**src/isr_pkg.sv**
```systemverilog
package isr_pkg;
  // Widths of the datapath
  localparam int unsigned DATA_W = 8;
  localparam int unsigned PTR_W  = 16;
  localparam int unsigned PC_W   = 15;
  localparam int unsigned OFS_W  = 6;

  // Instruction classes handed over by the fetch path
  typedef enum logic [2:0] {
    OP_IDLE    = 3'h0,
    OP_STORE   = 3'h1,
    OP_OPTION  = 3'h2,
    OP_RESTART = 3'h3,
    OP_RETINT  = 3'h4,
    OP_RETLIT  = 3'h5
  } isr_op_t;

  // Pointer adjustment codes
  localparam logic [1:0] MODE_PRE_INC  = 2'h0;
  localparam logic [1:0] MODE_PRE_DEC  = 2'h1;
  localparam logic [1:0] MODE_POST_INC = 2'h2;
  localparam logic [1:0] MODE_POST_DEC = 2'h3;

  // Sequencer states, Gray coded
  typedef enum logic [1:0] {
    ST_RUN    = 2'h0,
    ST_SECOND = 2'h1
  } isr_state_t;

  // Reset values and constants
  localparam logic [PTR_W-1:0]  PTR_RST    = 16'h0000;
  localparam logic [PTR_W-1:0]  PTR_ONE    = 16'h0001;
  localparam logic [PTR_W-1:0]  PTR_TOP    = 16'hFFFF;
  localparam logic [DATA_W-1:0] OPTION_RST = 8'hFF;
  localparam logic [DATA_W-1:0] DATA_ZERO  = 8'h00;
  localparam logic [PC_W-1:0]   PC_ZERO    = 15'h0000;
  localparam int unsigned       INT_EN_BIT  = 7;
  localparam logic [DATA_W-1:0] INT_EN_MASK = 8'h80;
endpackage : isr_pkg

```
**src/isr_ptr_calc.sv**
```systemverilog
`timescale 1ns/100ps
// Effective address and updated pointer for one indirect store
module isr_ptr_calc
  import isr_pkg::*;
(
  // Current pointer and addressing form
  input  wire logic [PTR_W-1:0] ptr,
  input  wire logic [1:0]       mode,
  input  wire logic             rel_form,
  input  wire logic [OFS_W-1:0] offset,
  // Results
  output logic      [PTR_W-1:0] eff_addr,
  output logic      [PTR_W-1:0] nxt_ptr
);
  logic [PTR_W-1:0] ptr_inc;
  logic [PTR_W-1:0] ptr_dec;
  logic [PTR_W-1:0] ofs_ext;

  // Modulo 2^16 arithmetic gives the wrap at both ends for free
  assign ptr_inc = PTR_W'(ptr + PTR_ONE);                             // RULE4
  assign ptr_dec = PTR_W'(ptr - PTR_ONE);                             // RULE4
  assign ofs_ext = {{(PTR_W-OFS_W){offset[OFS_W-1]}}, offset};

  // Pre forms address the adjusted value, post forms the old one
  always_comb
  begin
    eff_addr = ptr;
    nxt_ptr  = ptr;
    if (rel_form)
    begin
      eff_addr = PTR_W'(ptr + ofs_ext);                               // RULE3
      nxt_ptr  = ptr;                                                 // RULE3
    end
    else
    begin
      unique case (mode)                                              // RULE2
        MODE_PRE_INC:
        begin
          eff_addr = ptr_inc;
          nxt_ptr  = ptr_inc;
        end
        MODE_PRE_DEC:
        begin
          eff_addr = ptr_dec;
          nxt_ptr  = ptr_dec;
        end
        MODE_POST_INC:
        begin
          eff_addr = ptr;
          nxt_ptr  = ptr_inc;
        end
        MODE_POST_DEC:
        begin
          eff_addr = ptr;
          nxt_ptr  = ptr_dec;
        end
      endcase
    end
  end
endmodule : isr_ptr_calc

```
**src/isr_exec.sv**
```systemverilog
`timescale 1ns/100ps
// Summary of operation
// RULE1 - Store accumulator at address held by selected pointer
// RULE2 - Mode code picks pre/post increment/decrement
// RULE3 - Relative form: pointer plus signed offset, pointer kept
// RULE4 - Sixteen-bit pointer wraps at both ends
// RULE5 - Indirect store never alters status flags
// RULE6 - Idle: one cycle, only program counter advances
// RULE7 - Option load copies accumulator, flags untouched
// RULE8 - Restart instruction requests full device reset
// RULE9 - Restart instruction clears restart indicator flag
// RULE10 - Return-from-interrupt pops stack, loads counter, two cycles
// RULE11 - Return-from-interrupt sets global interrupt enable bit
// RULE12 - Return-with-literal loads accumulator and counter, two cycles
module isr_exec
  import isr_pkg::*;
(
  // Clock, reset, enable
  input  wire logic              clk,
  input  wire logic              sys_rst,
  input  wire logic              ce,
  // Decoded instruction
  input  wire logic              instr_valid,
  input  wire isr_op_t           instr_op,
  input  wire logic              ptr_sel,
  input  wire logic [1:0]        pointer_mode_code,
  input  wire logic              rel_form,
  input  wire logic [OFS_W-1:0]  rel_offset,
  input  wire logic [DATA_W-1:0] literal,
  // Core state
  input  wire logic [DATA_W-1:0] acc_in,
  input  wire logic [PC_W-1:0]   stack_top,
  input  wire logic              restart_flag_set,
  // Sequencing
  output logic                   instr_ready,
  output logic                   pc_advance,
  // Data memory write
  output logic                   mem_wr_en,
  output logic [PTR_W-1:0]       mem_addr,
  output logic [DATA_W-1:0]      mem_wr_data,
  // Pointers and configuration
  output logic [PTR_W-1:0]       file_select_pointer0,
  output logic [PTR_W-1:0]       file_select_pointer1,
  output logic [DATA_W-1:0]      option_reg,
  output logic                   software_restart_flag,
  output logic                   restart_req,
  // Accumulator, flags, stack, interrupts
  output logic                   acc_wr_en,
  output logic [DATA_W-1:0]      acc_wr_data,
  output logic                   status_wr_en,
  output logic                   stack_pop,
  output logic                   pc_load,
  output logic [PC_W-1:0]        pc_load_val,
  output logic [DATA_W-1:0]      int_ctl_set_mask
);
  typedef struct packed {
    isr_state_t                  state;
    logic [1:0][PTR_W-1:0]       ptr;
    logic [DATA_W-1:0]           option;
    logic                        restart_flag;
    logic                        ready;
    logic                        pc_adv;
    logic                        mem_we;
    logic [PTR_W-1:0]            mem_addr;
    logic [DATA_W-1:0]           mem_wd;
    logic                        acc_we;
    logic [DATA_W-1:0]           acc_wd;
    logic                        status_we;
    logic                        pop;
    logic                        pc_ld;
    logic [PC_W-1:0]             pc_val;
    logic [DATA_W-1:0]           int_mask;
    logic                        restart;
  } isr_regs_t;

  isr_regs_t        st_ff;
  isr_regs_t        nxt_st;
  logic [PTR_W-1:0] cur_ptr;
  logic [PTR_W-1:0] eff_addr;
  logic [PTR_W-1:0] upd_ptr;
  logic             take;

  assign cur_ptr = st_ff.ptr[ptr_sel];                                // RULE1
  assign take    = ce && instr_valid && st_ff.ready;

  isr_ptr_calc u_calc (
    .ptr      (cur_ptr),
    .mode     (pointer_mode_code),
    .rel_form (rel_form),
    .offset   (rel_offset),
    .eff_addr (eff_addr),
    .nxt_ptr  (upd_ptr)
  );

  // Next state: pulse outputs default low, held state keeps its value
  always_comb
  begin
    nxt_st           = st_ff;
    nxt_st.pc_adv    = 1'b0;
    nxt_st.mem_we    = 1'b0;
    nxt_st.acc_we    = 1'b0;
    nxt_st.status_we = 1'b0;                                          // RULE5
    nxt_st.pop       = 1'b0;
    nxt_st.pc_ld     = 1'b0;
    nxt_st.int_mask  = DATA_ZERO;
    nxt_st.restart   = 1'b0;
    // Set from outside wins only when no restart executes this cycle
    if (restart_flag_set)
    begin
      nxt_st.restart_flag = 1'b1;
    end
    unique case (st_ff.state)
      ST_RUN:
      begin
        if (take)
        begin
          unique case (instr_op)
            OP_IDLE:
            begin
              nxt_st.pc_adv = 1'b1;                                   // RULE6
            end
            OP_STORE:
            begin
              nxt_st.pc_adv       = 1'b1;
              nxt_st.mem_we       = 1'b1;                             // RULE1
              nxt_st.mem_addr     = eff_addr;                         // RULE2
              nxt_st.mem_wd       = acc_in;                           // RULE1
              nxt_st.ptr[ptr_sel] = upd_ptr;                          // RULE3
            end
            OP_OPTION:
            begin
              nxt_st.pc_adv = 1'b1;
              nxt_st.option = acc_in;                                 // RULE7
            end
            OP_RESTART:
            begin
              // Counter does not advance: the device is going down
              nxt_st.restart      = 1'b1;                             // RULE8
              nxt_st.restart_flag = 1'b0;                             // RULE9
            end
            OP_RETINT:
            begin
              nxt_st.pop      = 1'b1;                                 // RULE10
              nxt_st.pc_ld    = 1'b1;
              nxt_st.pc_val   = stack_top;
              nxt_st.int_mask = INT_EN_MASK;                          // RULE11
              nxt_st.ready    = 1'b0;
              nxt_st.state    = ST_SECOND;
            end
            OP_RETLIT:
            begin
              nxt_st.pop    = 1'b1;                                   // RULE12
              nxt_st.pc_ld  = 1'b1;
              nxt_st.pc_val = stack_top;
              nxt_st.acc_we = 1'b1;
              nxt_st.acc_wd = literal;                                // RULE12
              nxt_st.ready  = 1'b0;
              nxt_st.state  = ST_SECOND;
            end
            default:
            begin
              // Unknown class behaves as idle so the program never hangs
              nxt_st.pc_adv = 1'b1;
            end
          endcase
        end
      end
      ST_SECOND:
      begin
        // Dead cycle of two-cycle returns, the fetched word is flushed
        nxt_st.ready = 1'b1;                                          // RULE10
        nxt_st.state = ST_RUN;
      end
      default:
      begin
        nxt_st.ready = 1'b1;
        nxt_st.state = ST_RUN;
      end
    endcase
  end

  // Single state register, frozen while the clock enable is low
  always_ff @(posedge clk or posedge sys_rst)
  begin
    if (sys_rst)
    begin
      st_ff              <= '0;
      st_ff.state        <= ST_RUN;
      st_ff.ptr[0]       <= PTR_RST;
      st_ff.ptr[1]       <= PTR_RST;
      st_ff.option       <= OPTION_RST;
      st_ff.restart_flag <= 1'b1;
      st_ff.ready        <= 1'b1;
      st_ff.pc_val       <= PC_ZERO;
    end
    else if (ce)
    begin
      st_ff <= nxt_st;
    end
  end

  // Outputs straight from the state register
  assign instr_ready           = st_ff.ready;
  assign pc_advance            = st_ff.pc_adv;
  assign mem_wr_en             = st_ff.mem_we;
  assign mem_addr              = st_ff.mem_addr;
  assign mem_wr_data           = st_ff.mem_wd;
  assign file_select_pointer0  = st_ff.ptr[0];
  assign file_select_pointer1  = st_ff.ptr[1];
  assign option_reg            = st_ff.option;
  assign software_restart_flag = st_ff.restart_flag;
  assign restart_req           = st_ff.restart;
  assign acc_wr_en             = st_ff.acc_we;
  assign acc_wr_data           = st_ff.acc_wd;
  assign status_wr_en          = st_ff.status_we;
  assign stack_pop             = st_ff.pop;
  assign pc_load               = st_ff.pc_ld;
  assign pc_load_val           = st_ff.pc_val;
  assign int_ctl_set_mask      = st_ff.int_mask;
endmodule : isr_exec

```
**config.mk**
```make
export PLATFORM = sky130hd
export DESIGN_NAME = isr_exec
export DESIGN_NICKNAME = d
export VERILOG_FILES = /design/src/isr_pkg.sv /design/src/isr_ptr_calc.sv /design/src/isr_exec.sv
export SDC_FILE = /design/constraint.sdc
export NUM_CORES = 1
export LEC_CHECK = 0
export ABC_AREA = 1
export BUFFER_PORTS_ARGS = -buffer_cell sky130_fd_sc_hd__buf_2
export CAP_MARGIN = 10
export CORE_MARGIN = 5
export CORE_UTILIZATION = 60
export CTS_CLUSTER_SIZE = 24
export DETAILED_ROUTE_END_ITERATION = 10
export HOLD_SLACK_MARGIN = 0.06
export PLACE_DENSITY = 0.95
export SETUP_SLACK_MARGIN = 0.1
export SLEW_MARGIN = 30
export SYNTH_ARGS = -nofsm -noshare
export SYNTH_HDL_FRONTEND = slang
export SYNTH_SLANG_ARGS = --single-unit
```
**constraint.sdc**
```tcl
create_clock -name clk -period 8.6 [get_ports clk]
set_clock_uncertainty 0.05 [all_clocks]
set_input_delay 1.29 -clock clk [delete_from_list [all_inputs] [get_ports clk]]
set_output_delay 1.29 -clock clk [all_outputs]
set_load 0.005 [all_outputs]
```
# After elaboration in Yosys (flattened, before gate mapping)

Index checks and enable logic that the tools add are counted.

Bits of input ports: 49
Word-level logic and storage cells: 75
Register bits after elaboration: 105

$lt $le $gt $ge: 2
$add $sub $neg: 3
Equal/unequal tests: 10
Multiplexer cells: 28
Reduce and logical (&&, ||, !) cells: 15

Operators with widths:

| kind                    | number |
|---|---|
| $mux W16                | 5 |
| $mux W79                | 1 |
| $mux W26                | 2 |
| $pmux W16 S3            | 1 |
| $mux W35                | 1 |
| $bwmux W32              | 1 |
| $mux W32                | 1 |
| $pmux W16 S2            | 1 |
| $mux W25                | 1 |
| $mux W17                | 1 |
| $add A16 B1 Y16 const B | 1 |
| $add A16 B16 Y16        | 1 |
| $demux W16 S1           | 1 |
| $mux W8                 | 2 |
| $reduce_and A4 Y1       | 4 |
| $sub A16 B1 Y16 const B | 1 |
| $mux W9                 | 1 |
| $reduce_or A2 Y1        | 4 |
| $mux W1                 | 7 |
| $eq A3 B2 Y1 const B    | 2 |
| $eq A3 B3 Y1 const B    | 2 |
| $eq A2 B2 Y1 const B    | 2 |
| $logic_not A2 Y1        | 2 |
| $mux W2                 | 2 |
| other kinds (8)         | 11 |

# Longest topological paths before layout

Gate-level depths: netlist of run 1.

Word-level depth: 9
Mapped depth: 16
Mapped depth without buffers: 16

# By module

From an unflattened synthesis of run 1, not the netlist that was laid out.

Cell total of the unflattened synthesis: 1089
Area, all modules: 7472.2 um^2

By module, submodules not included:

| module       | instances | cells each | area an instance (um^2) | seq. area each (um^2) |
|---|---|---|---|---|
| isr_exec     | 1         | 567        | 4907.2                  | 2414.8 |
| isr_ptr_calc | 1         | 522        | 2565.0                  | 0.0 |

# Worst setup path before layout of run 1

No wires, ideal clock.

Kind: input-to-reg
From: input ptr_sel
To: register st_ff (netlist bit mem_addr[14])
Required time: 8.485 ns
Stages on the path: 16
Setup slack: 5.254 ns
Arrival time: 3.231 ns
Path buffers: 0
Cell sequence: inv_2 -> nand2_1 -> nand2_1 -> ha_1 -> inv_1 -> fa_1 -> o21ai_0 -> nand2_1 -> nand2_1 -> nand3_1 -> nand2_1 -> xor2_1 -> nand2_1 -> nand2_1 -> nand2_1 -> nand2_1

Longest elaborated chain between the ends: 5

Ends and longest elaborated chain:

| element                                                   | RTL line                               | source |
|---|---|---|
| start: declaration                                        | isr_exec.sv:25                         | `input wire logic ptr_sel,` |
| $mux W16 (implied by the code) (*) (2 in series)          | isr_exec.sv:83                         | `assign cur_ptr = st_ff.ptr[ptr_sel];` |
| $sub A16 B1 Y16 / $add A16 B1 Y16 (equally long branches) | isr_ptr_calc.sv:21, isr_ptr_calc.sv:20 |  |
| $pmux W16 S3                                              | isr_ptr_calc.sv:36                     | `unique case (mode)` |
| $mux W16 (*)                                              | isr_ptr_calc.sv:29                     | `if (rel_form)` |
| end signal: assignment                                    | isr_exec.sv:198                        | `st_ff <= nxt_st;` |
| end: declaration                                          | isr_exec.sv:76                         | `isr_regs_t st_ff;` |

Every way passes the cells marked *; elsewhere a longest branch is shown, timed or not. The select of a mux whose other input is x is not followed.
A chain may end at the register's enable or synchronous reset.

# Worst setup path in the final report of run 1

Ends and elaborated chain as after synthesis.

==> results.toml, run 1 <==
[synthesis]
synth_top_cell_area_share_pct = 30.1
ys_ff_latch = 96
synth_most_common_cell = "nand2_1"
seq_area_frac_synth_pct = 33.8
syn_area_per_cell_um2 = 7.10
synth.top_cells.by_area = "dfrtp_1 (30%), nand2_1 (20%), buf_4 (11%), nand3_1 (3.9%), o21ai_0 (3.9%)"
yosys_warnings = 0
yosys-top-cells-count = "nand2_1 (373), buf_4 (104), dfrtp_1 (86)"
async_flop_share_pct = 100
ys.flop_type = "dfrtp_1"
synth.largest_area_cell = "dfrtp_1"
netlist_area_um2 = 7140
syn_inst = 1006
synth_edf_count = 0
yosys.cell_types.count = 42

[worst_setup_path]
crit_fanout = 29
worstSetupPathType = "primary input to flop"
required_ns = 8.84
regToRegSetupSlack_ns = 5.30
endpoint_kind = "flop"
reg2reg_depth = 7
r2r-start = "instr_ready"
worst_setup_path_start_kind = "primary input"
cp_data_arrival_time_ns = 4.16
reg2reg_to = "file_select_pointer1[3]"

[clock_network]
post_cts_buffers = 0
clock_path_buffers = 2
cts_resized = 0
clk_transition_reported_paths_ns = 0.07
cts-root-buf = "clkbuf_16"
clkLatencyLatePin_ns = 0.36
htree_levels = 3
cts_num_sinks = 96
cts_tree = "yes"
cts_made_buffers = 9
cts_hold_buf = 0

[sta]
setup_violations = 0
rsz0062_at_grt = "no"
period_minus_slack_ns = 3.93
setup_tns_ns = 0
finalCritPeriodShare_pct = 45.6
maxSlewViolCount = 0
slew-limit-headroom_pct = 34.3
finalHoldViolations = 0
fmax_mhz = 255
worst_slew_pin_slew_ns = 0.981

[place]
io_buffers = 144
gp_congestion = 0.967
dp_hpwl_mm = 13.8
dp_cells = 1175

[global_routing]
grt_max_degree = 61
overflow = 0
grt_pass1_vias = 6157
antenna_found_initial = 0
gr-usage-all-layers_pct = 25.2
grt_first_pass_wirelength_mm = 29.7

[min_path]
hold_path_end = "mem_addr[13]"
min_from = "mem_addr[13]"
min_path_cells = 2
holdCritPathClass = "flop to flop"

[floorplanning]
num_rows = 39
fp.dieH_um = 119
start_util_pct = 61.8
dieArea_um2 = 14200
die_x_um = 119
core_um2 = 11600
pin_count = 153

[routing]
wl_per_cell_um = 15.3
ant_nets = 0
wirelength_mm = 18.2
vias = 6525
viasPerCell = 5.48
drtIter0Drc = 671
firstDrtPassIters = 6
post-route-drc-count = 0

[layout]
nets = 1110
syn_to_final_growth_pct = 4.34
n_antenna_cell = 0
final_layout_size_suffix_gt1_share_pct = 22.1
layout.cells.non_filler = 1191

[run]
maxCapViolCount = 0

[pwr]
cellLeakagePower_uw = 0.00417
ir_worst_vdd_mv = 0.0976
powerDensity_nw_per_um2 = 234

[outcome]
outcome = "finished, final reports clean"
[cell usage in the layout, fill, tap and decap left out, drive strengths merged, types with 2 or more instances in the layout]
cell      instances
conb              8
mux2              8
a21oi            35
o211ai            3
o21ai            76
clkinv            2
clkbuf           10
clkinvlp          4
inv              75
xnor2             2
nand4             9
a31oi             4
nor2             60
o31ai             2
xor2             21
nand2           397
dfstp            10
nand3            58
or2               2
ha               17
buf             146
dfrtp            86
a21o              4
nor3              3
[through the flow]
stage          instance area, um2  setup WS [ns]  total power (uW)  hold WS [ns]  utilization [%]
3_5_place_dp                 7170           4.39              1360         0.417             62.0
5_1_grt                      7450           4.30              1860         0.452             64.4
4_1_cts                      7450           4.74              1750         0.433             64.4
3_3_place_gp                 7170           4.44              1330         0.405             62.0
2_1_floorplan                7170           4.77              1280         0.400                -
6_report                     7450           4.67              1740         0.427             64.4
[final cells by class]
| type | count | area (um2) |
|---|---|---|
| fillers | 955 | 4110 |
| multi-input cells | 715 | 3560 |
| flip-flops and latches | 96 | 2410 |
| repair buffers | 146 | 736 |
| inverters | 75 | 285 |
| clock buffers | 10 | 229 |
| well taps | 143 | 179 |
| clock inverters | 6 | 52.6 |
[worst max path at each step]
stage                        from        endpoint  slack (ns)  cells past startpoint
after CTS                 ptr_sel    mem_addr[14]        4.74                     17
after floorplan           sys_rst  acc_wr_data[0]        4.77                      1
after global placement    ptr_sel    mem_addr[14]        4.44                     17
after detailed placement  ptr_sel    mem_addr[14]        4.39                     17
after global routing      ptr_sel    mem_addr[14]        4.30                     17
final                     ptr_sel    mem_addr[14]        4.67                     17
[per-layer routing]
metal,track usage [%],part of all wire [%],vias up
met1,32.0,42,3020
met4,8.69,2.8,0
li1,-,-,3159
met2,43.6,47,299
met3,4.12,7.4,47
met5,0,0,-
[worst max-delay path, cell delays in order]
cell     delay [ns]
buf_2          0.26
inv_2          0.41
nand2_1        0.09
nand2_1        0.20
ha_1           0.21
inv_1          0.06
fa_1           0.41
o21ai_0        0.38
nand2_1        0.10
nand2_1        0.14
nand3_1        0.09
nand2_1        0.09
xor2_1         0.15
nand2_1        0.06
nand2_1        0.08
nand2_1        0.05
nand2_1        0.08
[logic make-up (layout without fill, tap and decap cells)]
family	Yosys count	in the layout	share of synthesized area (%)
fa+ha+maj	18	18	3.26
mux	9	9	1.40
compound gates	127	127	9.74
xor+xnor	23	23	2.82
buf+inv	202	237	16.8
flops	96	96	33.8
other cells	1	8	0.0525
simple gates	530	530	32.1
[power by group]
| part | internal [uW] | leakage, uW | switching [uW] |
|---|---|---|---|
| Clock | 200 | 0.000125 | 183 |
| Sequential | 603 | 0.00123 | 86.7 |
| Combinational | 269 | 0.00282 | 402 |
| Total | 1070 | 0.00417 | 671 |
(Power assumes the default switching activity.)
==> run 2: changes to the inputs <==
- CORE_UTILIZATION: 60 -> 56
- PLACE_DENSITY: 0.95 -> 0.92
- clock period: 8.6 -> 3.8 ns (I/O delays scaled with it)
==> run 2 against run 1 <==
Effect of this change:
- worst hold slack got worse by 0.088 ns
- routed wire length up 1.1%
- non-clock buffer count up 7
- sequential share of layout area is 0.38 points lower
- clock power increased by 130%
- design area is 1.2% higher
==> results.toml, run 2 (synthesis gave the netlist of run 1 again) <==
[worst_setup_path]
critPathMaxStageDelay_ns = 0.41
reg2reg_depth = 15
required_ns = 4.04
cp-startpoint = "ptr_sel"
crit_fanout = 8
cpMostUsedCell = "nand2_1"
critPathSlowestCell = "fa_1"
reg2reg_to = "mem_addr[14]"
r2r-start = "file_select_pointer0[0]"
endpoint_kind = "flop"
regToRegSetupSlack_ns = 1.17
worstPathCellList = "buf_2, inv_2, nand2_1, nand2_1, ha_1, inv_1, fa_1, o21ai_0, nand2_1, nand2_1, nand3_1, nand2_1, xor2_1, nand2_1, nand2_1, nand2_1, nand2_1"
cp_data_arrival_time_ns = 2.90
path_delay_family = "simple AND/OR/NAND/NOR gates"
worstSetupPathType = "primary input to flop"
cp_num_buf_inv = 3
worst_setup_path_start_kind = "primary input"

[sta]
holdWs_ns = 0.339
finalHoldViolations = 0
rsz0062_at_grt = "no"
maxSlewViolCount = 0
worst_slew_pin_slew_ns = 0.872
slew-limit-headroom_pct = 41.7
setup_violations = 0
fmax_mhz = 376
period_minus_slack_ns = 2.66
setup_tns_ns = 0
setup_ws_ns = 1.14
finalCritPeriodShare_pct = 69.9

[global_routing]
grt_first_pass_wirelength_mm = 28.9
grt_pass1_vias = 5864
antenna_found_initial = 0
gr-usage-all-layers_pct = 24.2
grt_max_degree = 75
overflow = 0

[clock_network]
cts_made_buffers = 9
cts_num_sinks = 96
cts_resized = 0
clkLatencyLatePin_ns = 0.35
post_cts_buffers = 0
clk_transition_reported_paths_ns = 0.07
cts-root-buf = "clkbuf_16"
htree_levels = 3
cts_tree = "yes"
clock_path_buffers = 2
cts_hold_buf = 0

[layout]
final_layout_size_suffix_gt1_share_pct = 22.6
n_antenna_cell = 0
layout.cells.non_filler = 1227
syn_to_final_growth_pct = 5.57
layout_common_cells = "nand2_1 (373), buf_2 (144), dfrtp_1 (86)"
nets = 1117
layout_commonest_cell = "nand2_1"

[run]
maxCapViolCount = 0

[min_path]
holdCritPathClass = "primary input to asynchronous set/reset pin"

[pwr]
power_uw = 3940
cellLeakagePower_uw = 0.00421
powerDensity_nw_per_um2 = 522
ir_worst_vdd_mv = 0.239

[floorplanning]
dieArea_um2 = 15100
pin_count = 153
die_x_um = 123
fp.dieH_um = 123
start_util_pct = 56.8
num_rows = 41
core_um2 = 12600

[place]
io_buffers = 144
dp_hpwl_mm = 14.2
dp_slack_ns = 0.767
gp_congestion = 0.920
dp_cells = 1211

[routing]
vias = 6387
wl_per_cell_um = 15.0
viasPerCell = 5.21
wirelength_mm = 18.4
ant_nets = 0
firstDrtPassIters = 5
post-route-drc-count = 0
drtIter0Drc = 644

[outcome]
outcome = "finished, final reports clean"
run 2: metrics by stage:
| stage | area (um2) | util (%) |
|---|---|---|
| after global placement | 7260 | 57.8 |
| after CTS | 7540 | 60.0 |
| final | 7540 | 60.0 |
| after detailed placement | 7260 | 57.8 |
| after floorplan | 7170 | - |
| after global routing | 7540 | 60.0 |
run 2: cell type report:
type / instances / area, um2
fill: 1152 / 5030
multi-input combinational: 715 / 3560
sequential: 96 / 2410
timing repair buffer: 153 / 788
inverter: 75 / 284
clock buffer: 11 / 243
tap: 172 / 215
clock inverter: 5 / 38.8
run 2: layer usage:
layer / vias to the layer above / global-route usage [%] / share of wire [%]
li1: 3179 / - / -
met1: 2897 / 30.1 / 42
met2: 269 / 41.2 / 47
met3: 42 / 4.80 / 8.3
met4: 0 / 9.66 / 2.8
met5: - / 0 / 0
run 2: worst max path at each step:
stage | endpoint | slack (ns) | cells past startpoint
floorplan | acc_wr_data[0] | 0.69 | 1
global placement | mem_addr[14] | 0.84 | 17
detailed placement | mem_addr[14] | 0.77 | 17
CTS | mem_addr[14] | 1.13 | 17
global route | mem_addr[14] | 0.88 | 17
finish | mem_addr[14] | 1.14 | 17
run 2: worst register-to-register path, cell delays in order, from the launching register on:
cell	delay [ns]
dfrtp_1	0.44
nand2_1	0.08
nand2_1	0.20
ha_1	0.22
inv_1	0.06
fa_1	0.41
o21ai_0	0.36
nand2_1	0.09
nand2_1	0.13
nand3_1	0.08
nand2_1	0.09
xor2_1	0.14
nand2_1	0.06
nand2_1	0.08
nand2_1	0.05
nand2_1	0.05
run 2: report_power, final:
part	switching (uW)	internal [uW]	leakage (uW)
clock	398	466	0.000137
combinational	900	614	0.00285
sequential	194	1360	0.00123
total	1490	2450	0.00421
